[config.mk]
export PLATFORM = sky130hd
export DESIGN_NAME = flash_bus_host
export DESIGN_NICKNAME = d
export VERILOG_FILES = /design/src/flash_bus_pkg.sv /design/src/in_sync3.sv /design/src/flash_bus_host.sv
export SDC_FILE = /design/constraint.sdc
export NUM_CORES = 1
export LEC_CHECK = 0
export CAP_MARGIN = 5
export CORE_MARGIN = 2
export CORE_UTILIZATION = 35
export CTS_CLUSTER_SIZE = 12
export DETAILED_ROUTE_END_ITERATION = 10
export DONT_BUFFER_PORTS = 1
export HOLD_SLACK_MARGIN = 0.08
export PLACE_DENSITY = 0.54
export SLEW_MARGIN = 20
export SYNTH_ARGS = -nofsm -noshare
export SYNTH_HDL_FRONTEND = slang
export SYNTH_SLANG_ARGS = --single-unit
[constraint.sdc]
create_clock -name sys_clk_i -period 1.95 [get_ports sys_clk_i]
set_clock_uncertainty 0.2 [all_clocks]
set_input_delay 0.195 -clock sys_clk_i [delete_from_list [all_inputs] [get_ports sys_clk_i]]
set_output_delay 0.195 -clock sys_clk_i [all_outputs]
set_load 0.02 [all_outputs]
[src/flash_bus_pkg.sv]
package flash_bus_pkg;

  localparam int ADDR_W = 22;
  localparam int DATA_W = 16;
  localparam int CLK_PERIOD_NS = 100;
  // Bus timing figures, in ns
  localparam int ADDR_SETUP_NS = 100;
  localparam int ACCESS_NS = 200;
  localparam int STROBE_NS = 200;
  localparam int RECOVER_NS = 100;
  localparam int RESET_PULSE_NS = 500;
  localparam int RESET_HOLD_NS = 200;
  // Least times round up to whole cycles
  localparam int SETUP_CYC = (ADDR_SETUP_NS + CLK_PERIOD_NS - 1) / CLK_PERIOD_NS;
  localparam int ACCESS_CYC = (ACCESS_NS + CLK_PERIOD_NS - 1) / CLK_PERIOD_NS;
  localparam int STROBE_CYC = (STROBE_NS + CLK_PERIOD_NS - 1) / CLK_PERIOD_NS;
  localparam int RECOVER_CYC = (RECOVER_NS + CLK_PERIOD_NS - 1) / CLK_PERIOD_NS;
  localparam int RESET_PULSE_CYC = (RESET_PULSE_NS + CLK_PERIOD_NS - 1) / CLK_PERIOD_NS;
  localparam int RESET_HOLD_CYC = (RESET_HOLD_NS + CLK_PERIOD_NS - 1) / CLK_PERIOD_NS;
  localparam int CNT_W = 4;

  // Bank is selected by the top address bits
  localparam int BANK_LSB = 20;
  localparam int BANK_W = 2;

  typedef enum logic [1:0]
  {
    OP_READ = 2'h0,
    OP_WRITE = 2'h1,
    OP_RESET = 2'h2,
    OP_IDLE = 2'h3
  } op_t;

  // Levels on the protect/boost pin: low, high, boost voltage
  typedef enum logic [1:0]
  {
    PROT_LOW = 2'h0,
    PROT_HIGH = 2'h1,
    PROT_BOOST = 2'h2
  } prot_t;

  typedef struct packed
  {
    op_t op;
    logic [ADDR_W-1:0] addr;
    logic [DATA_W-1:0] wdata;
    logic byte_mode;
  } req_t;

  typedef struct packed
  {
    logic [DATA_W-1:0] rdata;
    logic [BANK_W-1:0] bank;
    logic done;
  } rsp_t;

  typedef struct packed
  {
    logic chip_select_n;
    logic output_gate_n;
    logic write_strobe_n;
    logic hw_reset_n;
    logic width_select_n;
    logic [ADDR_W-1:0] addr;
    logic [DATA_W-1:0] dq_out;
    logic [DATA_W-1:0] dq_oe;
    prot_t prot_level;
  } pins_t;

  typedef enum logic [2:0]
  {
    ST_IDLE = 3'h0,
    ST_SETUP = 3'h1,
    ST_STROBE = 3'h3,
    ST_RECOVER = 3'h2,
    ST_RESET = 3'h6,
    ST_RESET_HOLD = 3'h7
  } state_t;

endpackage

[src/in_sync3.sv]
`timescale 1ns/1ps
// Three-stage synchroniser; output moves only when stages two and three agree
module in_sync3
  import flash_bus_pkg::*;
#(
  parameter int W = 16
)
(
  input wire logic sys_clk_i,
  input wire logic arst_n_i,
  input wire logic [W-1:0] d_i,
  output logic [W-1:0] q_o
);

  typedef struct packed
  {
    logic [W-1:0] s1;
    logic [W-1:0] s2;
    logic [W-1:0] s3;
    logic [W-1:0] q;
  } sync_t;

  sync_t st_ff;
  sync_t nxt_st;

  always_comb
  begin
    nxt_st = st_ff;
    nxt_st.s1 = d_i;
    nxt_st.s2 = st_ff.s1;
    nxt_st.s3 = st_ff.s2;
    for (int i = 0; i < W; i++)
    begin
      if (st_ff.s2[i] == st_ff.s3[i])
      begin
        nxt_st.q[i] = st_ff.s3[i];
      end
    end
  end

  always_ff @(posedge sys_clk_i or negedge arst_n_i)
  begin
    if (!arst_n_i)
    begin
      st_ff <= '0;
    end
    else
    begin
      st_ff <= nxt_st;
    end
  end

  assign q_o = st_ff.q;

endmodule

[src/flash_bus_host.sv]
`timescale 1ns/1ps
// Behaviour
// Read: chip select and output gate low, write strobe high, address valid.
// Command write: write strobe and chip select low, output gate high.
// Device command register has no address; host only issues write cycles.
// Width select high gives sixteen-bit word transfers.
// Width select low: low byte only, bit 15 carries the byte address LSB.
// Word mode uses address 21..0; byte mode adds the byte LSB below. Here address bit 0 is reused as that byte LSB on dq15.
// Width select decides byte or word read data and program data.
// After reset the device reads array data without any command.
// Each bank stays in array read until a command changes it.
// Fast program mode needs two write cycles per program, not four.
// Erase covers one sector, several sectors, or the whole device.
// Four banks, each picked by its bank address bits.
// Boost voltage on protect pin enters fast program and unprotects all.
// Host applies boost only for accelerated programming; pin never floats.
// Protect pin low keeps boot sectors protected; high follows last setting.
// After id command, reads return identification codes on sixteen lines.
// Array reads in one bank may run while another bank programs.
// Suspended erase allows access within the bank except the erased sector.
// Output gate high makes the device release its data pins.
// Hardware reset low aborts operations, floats outputs, returns to read.
module flash_bus_host
  import flash_bus_pkg::*;
(
  input wire logic sys_clk_i,
  input wire logic arst_n_i,
  input wire logic req_valid_i,
  input wire req_t req_i,
  input wire logic boost_en_i,
  input wire logic protect_en_i,
  input wire logic [DATA_W-1:0] dq_i,
  output logic req_ready_o,
  output rsp_t rsp_o,
  output pins_t pins_o
);

  ////////////////////////////////////////////////////////////////////////////
  // State

  typedef struct packed
  {
    state_t state;
    logic [CNT_W-1:0] cnt;
    req_t cur;
    logic ready;
    rsp_t rsp;
    pins_t pins;
  } host_t;

  host_t st_ff;
  host_t nxt_st;
  logic [DATA_W-1:0] dq_sync;

  // Data pins come from the device's own timing, so they are synchronised
  in_sync3 #(.W(DATA_W)) u_dq_sync
  (
    .sys_clk_i(sys_clk_i),
    .arst_n_i(arst_n_i),
    .d_i(dq_i),
    .q_o(dq_sync)
  );

  ////////////////////////////////////////////////////////////////////////////
  // Sequencer

  always_comb
  begin
    nxt_st = st_ff;
    nxt_st.rsp.done = 1'b0;
    nxt_st.ready = 1'b0;
    // Reset pin stays released except during host reset and while a pulse is being timed
    if (st_ff.state != ST_RESET)
    begin
      nxt_st.pins.hw_reset_n = 1'b1;
    end
    // Boost only while the user asks for accelerated programming
    if (boost_en_i)
    begin
      nxt_st.pins.prot_level = PROT_BOOST;
    end
    else if (protect_en_i)
    begin
      nxt_st.pins.prot_level = PROT_LOW;
    end
    else
    begin
      nxt_st.pins.prot_level = PROT_HIGH;
    end
    case (st_ff.state)
      ST_IDLE:
      begin
        nxt_st.ready = 1'b1;
        if (req_valid_i && st_ff.ready)
        begin
          nxt_st.ready = 1'b0;
          nxt_st.cur = req_i;
          nxt_st.cnt = CNT_W'(SETUP_CYC);
          if (req_i.op == OP_RESET)
          begin
            nxt_st.pins.hw_reset_n = 1'b0;
            nxt_st.pins.chip_select_n = 1'b1;
            nxt_st.pins.output_gate_n = 1'b1;
            nxt_st.pins.write_strobe_n = 1'b1;
            nxt_st.cnt = CNT_W'(RESET_PULSE_CYC);
            nxt_st.state = ST_RESET;
          end
          else if (req_i.op == OP_IDLE)
          begin
            nxt_st.rsp.done = 1'b1;
            nxt_st.ready = 1'b1;
          end
          else
          begin
            nxt_st.pins.width_select_n = !req_i.byte_mode;
            nxt_st.pins.addr = req_i.addr;
            nxt_st.pins.chip_select_n = 1'b0;
            nxt_st.pins.output_gate_n = 1'b1;
            nxt_st.pins.write_strobe_n = 1'b1;
            nxt_st.rsp.bank = req_i.addr[BANK_LSB +: BANK_W];
            if (req_i.op == OP_WRITE)
            begin
              // Byte mode: dq15 is the byte address LSB, dq14..8 released
              if (req_i.byte_mode)
              begin
                nxt_st.pins.dq_out = {req_i.addr[0], 7'h00, req_i.wdata[7:0]};
                nxt_st.pins.dq_oe = 16'h80ff;
              end
              else
              begin
                nxt_st.pins.dq_out = req_i.wdata;
                nxt_st.pins.dq_oe = 16'hffff;
              end
            end
            else if (req_i.byte_mode)
            begin
              // Read in byte mode still drives the byte LSB on dq15
              nxt_st.pins.dq_out = {req_i.addr[0], 15'h0000};
              nxt_st.pins.dq_oe = 16'h8000;
            end
            else
            begin
              nxt_st.pins.dq_oe = 16'h0000;
            end
            nxt_st.state = ST_SETUP;
          end
        end
      end
      ST_SETUP:
      begin
        if (st_ff.cnt <= CNT_W'(1))
        begin
          if (st_ff.cur.op == OP_WRITE)
          begin
            nxt_st.pins.write_strobe_n = 1'b0;
            nxt_st.cnt = CNT_W'(STROBE_CYC);
          end
          else
          begin
            nxt_st.pins.output_gate_n = 1'b0;
            // Extra cycles cover the three-stage input synchroniser
            nxt_st.cnt = CNT_W'(ACCESS_CYC + 3);
          end
          nxt_st.state = ST_STROBE;
        end
        else
        begin
          nxt_st.cnt = st_ff.cnt - CNT_W'(1);
        end
      end
      ST_STROBE:
      begin
        if (st_ff.cnt <= CNT_W'(1))
        begin
          if (st_ff.cur.op == OP_READ)
          begin
            // Byte reads return the low byte only; dq14..8 float
            nxt_st.rsp.rdata = st_ff.cur.byte_mode ? {8'h00, dq_sync[7:0]} : dq_sync;
          end
          nxt_st.pins.write_strobe_n = 1'b1;
          nxt_st.pins.output_gate_n = 1'b1;
          nxt_st.cnt = CNT_W'(RECOVER_CYC);
          nxt_st.state = ST_RECOVER;
        end
        else
        begin
          nxt_st.cnt = st_ff.cnt - CNT_W'(1);
        end
      end
      ST_RECOVER:
      begin
        // Data held one more step so the write data meets hold time
        nxt_st.pins.dq_oe = 16'h0000;
        if (st_ff.cnt <= CNT_W'(1))
        begin
          nxt_st.pins.chip_select_n = 1'b1;
          nxt_st.rsp.done = 1'b1;
          nxt_st.ready = 1'b1;
          nxt_st.state = ST_IDLE;
        end
        else
        begin
          nxt_st.cnt = st_ff.cnt - CNT_W'(1);
        end
      end
      ST_RESET:
      begin
        if (st_ff.cnt <= CNT_W'(1))
        begin
          nxt_st.pins.hw_reset_n = 1'b1;
          nxt_st.cnt = CNT_W'(RESET_HOLD_CYC);
          nxt_st.state = ST_RESET_HOLD;
        end
        else
        begin
          nxt_st.cnt = st_ff.cnt - CNT_W'(1);
        end
      end
      ST_RESET_HOLD:
      begin
        // No access until the device has left reset
        if (st_ff.cnt <= CNT_W'(1))
        begin
          nxt_st.rsp.done = 1'b1;
          nxt_st.ready = 1'b1;
          nxt_st.state = ST_IDLE;
        end
        else
        begin
          nxt_st.cnt = st_ff.cnt - CNT_W'(1);
        end
      end
      default:
      begin
        nxt_st.state = ST_IDLE;
      end
    endcase
  end

  always_ff @(posedge sys_clk_i or negedge arst_n_i)
  begin
    if (!arst_n_i)
    begin
      st_ff <= '0;
      st_ff.state <= ST_IDLE;
      st_ff.pins.chip_select_n <= 1'b1;
      st_ff.pins.output_gate_n <= 1'b1;
      st_ff.pins.write_strobe_n <= 1'b1;
      st_ff.pins.hw_reset_n <= 1'b0;
      st_ff.pins.width_select_n <= 1'b1;
      st_ff.pins.prot_level <= PROT_LOW;
    end
    else
    begin
      st_ff <= nxt_st;
    end
  end

  assign req_ready_o = st_ff.ready;
  assign rsp_o = st_ff.rsp;
  assign pins_o = st_ff.pins;

endmodule

==> results.toml <==
[run_status]
status = "complete, but fails checks"
violations = "hold timing"

[setup_path]
endpoint_kind = "flop"
r2r.worst_path.cells = 4
arrival_ns = 1.97
cp_data_required_time_ns = 2.04
ff2ff_setup_slack_ns = 0.07
critPathLaunchType = "flop"
r2r-end = "st_ff[122]"
r2r_start = "st_ff[124]"
critPathMaxFanout = 8
crit_type = "flop to flop"

[placed_design]
dp_slack_ns = -0.0684
port_buffers = 0
gp_congestion = 0.784
dp.cells = 605
dp_hpwl_mm = 6.83

[power_and_ir_drop]
seq_power_share_pct = 48.1
power.leakage_nw = 2.92
finalPower_mw = 10.4
p_sw_mw = 3.81
p_clk_share_pct = 29.2
internal-power_mw = 6.56
power_frac_comb_pct = 22.7
ir_drop_v = 0.000720
switching_share_pct = 36.7
powerDensity_nw_per_um2 = 1530

[clocking]
cts_root_buf = "clkbuf_16"
clk_pin_slew_ns = 0.06
cts_tree = "built"
ctsHoldBuffers = 60
numCtsBuffers = 17
clock-sinks = 140
clk_latency_ns = 0.41
clockBufferDepth = 2
htree_levels = 4

[timing]
finalSetupViolations = 0
tns_ns = 0
final.min_clock_period_ns = 1.88
final_hold_viol_count = 140
max_freq_mhz = 531
holdWs_ns = -0.717
finalMaxSlewViolations = 0
tightest_slew_ns = 0.441
min_period_over_period_pct = 96.6
worst_slack_ns = 0.0654
slew_headroom_pct = 70.9

[logic_synthesis]
synthMuxAreaShare_pct = 6.65
synth.distinct_cells = 53
synth_largest_area_cell = "dfrtp_1"
synth_fa_ha_area_share_pct = 3.23
synth_top_family_by_area = "buffers and inverters"
avgSynthCellArea_um2 = 12.4
yosysSeqAreaShare_pct = 61.2
synth-compound-area-share_pct = 6.76
synth_xor_area_share_pct = 0.153
synth-simple-area-share_pct = 8.99
synth_seq_cells = 140
syn-num-nets = 526
ys_top_cells_by_area = "dfrtp_1 (59%), buf_4 (10%), mux2_1 (3.9%), maj3_1 (2.8%), mux2_2 (2.6%)"
synth-edff-count = 0
yosysTopAreaCellShare_pct = 59.3
syn_inst = 462
yosys_warnings = 0
syn_area_um2 = 5740
ys.flop_type = "dfrtp_1"
async_flop_share_pct = 100

[route]
drt_iter0_drc = 137
routed_wl_mm = 10.9
drc = 0
viasPerCell = 4.58
first_pass_iters = 4
vias = 3211
avgRoutedWirePerCell_um = 15.5
ant_nets = 0

[die]
die_h_um = 132
io_pins = 143
initial_utilization_pct = 36.0
die-area_um2 = 17400
core.rowCount = 46
fp.coreArea_um2 = 15900
fp.dieW_um = 132

[global_routing]
grt_pass1_vias = 3400
grt_pass1_wl_mm = 17.6
grt.total_usage_pct = 13.0
grt-ovfl-total = 0
antenna_found_initial = 0
grt_max_degree = 141

[layout]
final_cell_count_no_fill = 701
antenna_cells = 0
syn_to_final_growth_pct = 17.9
drive_above_1_share_pct = 18.6
final_nets = 537
fillers = 1489

[hold_path]
hold_path.class = "primary input to async pin"

[flow_run]
cap_viol_max_count = 0
-- synth_stat cells (all sizes together) (3+ instances only) --
master and count:
o21ai 39, mux2 33, and3 3, dfrtp 136
buf 92, nor3 5, maj3 16, inv 19
clkbuf 3, o22ai 4, a21oi 8, nand2b 11
nand3b 4, nand2 20, dfstp 4, nand3 17
nor2b 4, or2 3, nor2 10
-- layout by cell type (no fill, tap or decap), types with 4 or more instances in the layout --
cell	count
o21ai_0	21
mux2_2	13
nand3_1	17
nor3_1	4
buf_4	24
mux2_1	20
o21ai_1	16
nand2_1	20
dfrtp_1	136
dlygate4sd3_1	60
a21oi_1	8
inv_6	4
o22ai_1	4
clkbuf_16	17
nor2_1	6
dfstp_2	4
inv_1	19
maj3_1	16
nand2b_1	11
clkinvlp_4	4
nor2b_1	4
-- layer usage --
metal / GRT usage [%] / vias up / share of wire, %
li1: - / 1507 / -
met1: 15.2 / 1583 / 41
met2: 20.8 / 117 / 50
met3: 6.50 / 4 / 8.4
met4: 4.41 / 0 / 0.70
met5: 0 / - / 0
-- layout make-up --
cell class | instances | area [um2] | area share, %
inverter | 19 | 71.3 | 1.05
tap | 216 | 270 | 4.00
clock inverter | 14 | 138 | 2.04
sequential | 140 | 3510 | 51.9
clock buffer | 17 | 425 | 6.29
timing repair buffer | 86 | 812 | 12.0
multi-input combinational | 209 | 1540 | 22.7
-- worst max path at each step --
| stage | from | endpoint | slack (ns) |
|---|---|---|---|
| after floorplan | st_ff[122] | st_ff[123] | 0.03 |
| after global placement | st_ff[122] | st_ff[123] | 0.03 |
| after detailed placement | st_ff[122] | st_ff[122] | -0.07 |
| after CTS | st_ff[122] | rsp_o[6] | 0.03 |
| after global routing | st_ff[124] | st_ff[122] | -0.005 |
| final | st_ff[124] | st_ff[122] | 0.07 |
-- repair_timing --
action / CTS / global route
cloned: 0 / 1
gates resized for setup: 1 / 8
endpoints found under the hold margin: 210 / 140
setup endpoints to repair: 2 / 17
setup buffers: 0 / 4
pin swaps: 0 / 0
-- power groups by stage --
stage	combinational [mW]	sequential [mW]	clock (mW)
6_report	2.35	4.99	3.02
2_1_floorplan	3.29	4.11	0
3_3_place_gp	2.05	5.02	0
5_1_grt	2.62	5.11	3.29
3_5_place_dp	2.10	5.05	0
4_1_cts	2.23	5.00	3.15
-- worst max-delay path, stage by stage (launching register included) --
cell and delay, ns:
dfrtp_1 0.43, or2_1 0.36, or4_4 0.56, a21oi_1 0.15, a21oi_1 0.07
-- kinds of logic after synthesis --
| logic type | count (synthesis) |
|---|---|
| DFF | 140 |
| muxes | 34 |
| AOI/OAI and AO/OA | 66 |
| buffers and inverters | 114 |
| xor gates and xnor gates | 1 |
| adders and majority gates | 18 |
| and+or+nand+nor | 89 |
-- through the flow --
| stage | area, um2 | utilization [%] |
|---|---|---|
| 3_5_place_dp | 5520 | 34.6 |
| 4_1_cts | 6680 | 41.9 |
| 2_1_floorplan | 5750 | - |
| 3_3_place_gp | 5520 | 34.6 |
| 6_report | 6760 | 42.4 |
| 5_1_grt | 6760 | 42.4 |
-- sequential cells by signal (all words and copies together), names as in the netlist --
register / count
pins_o: 46
u_dq_sync.st_ff: 16
req_ready_o: 1
rsp_o: 19
u_dq_sync.nxt_st: 32
st_ff: 10
u_dq_sync.q_o: 16
Power figures use the tool's default switching activity.
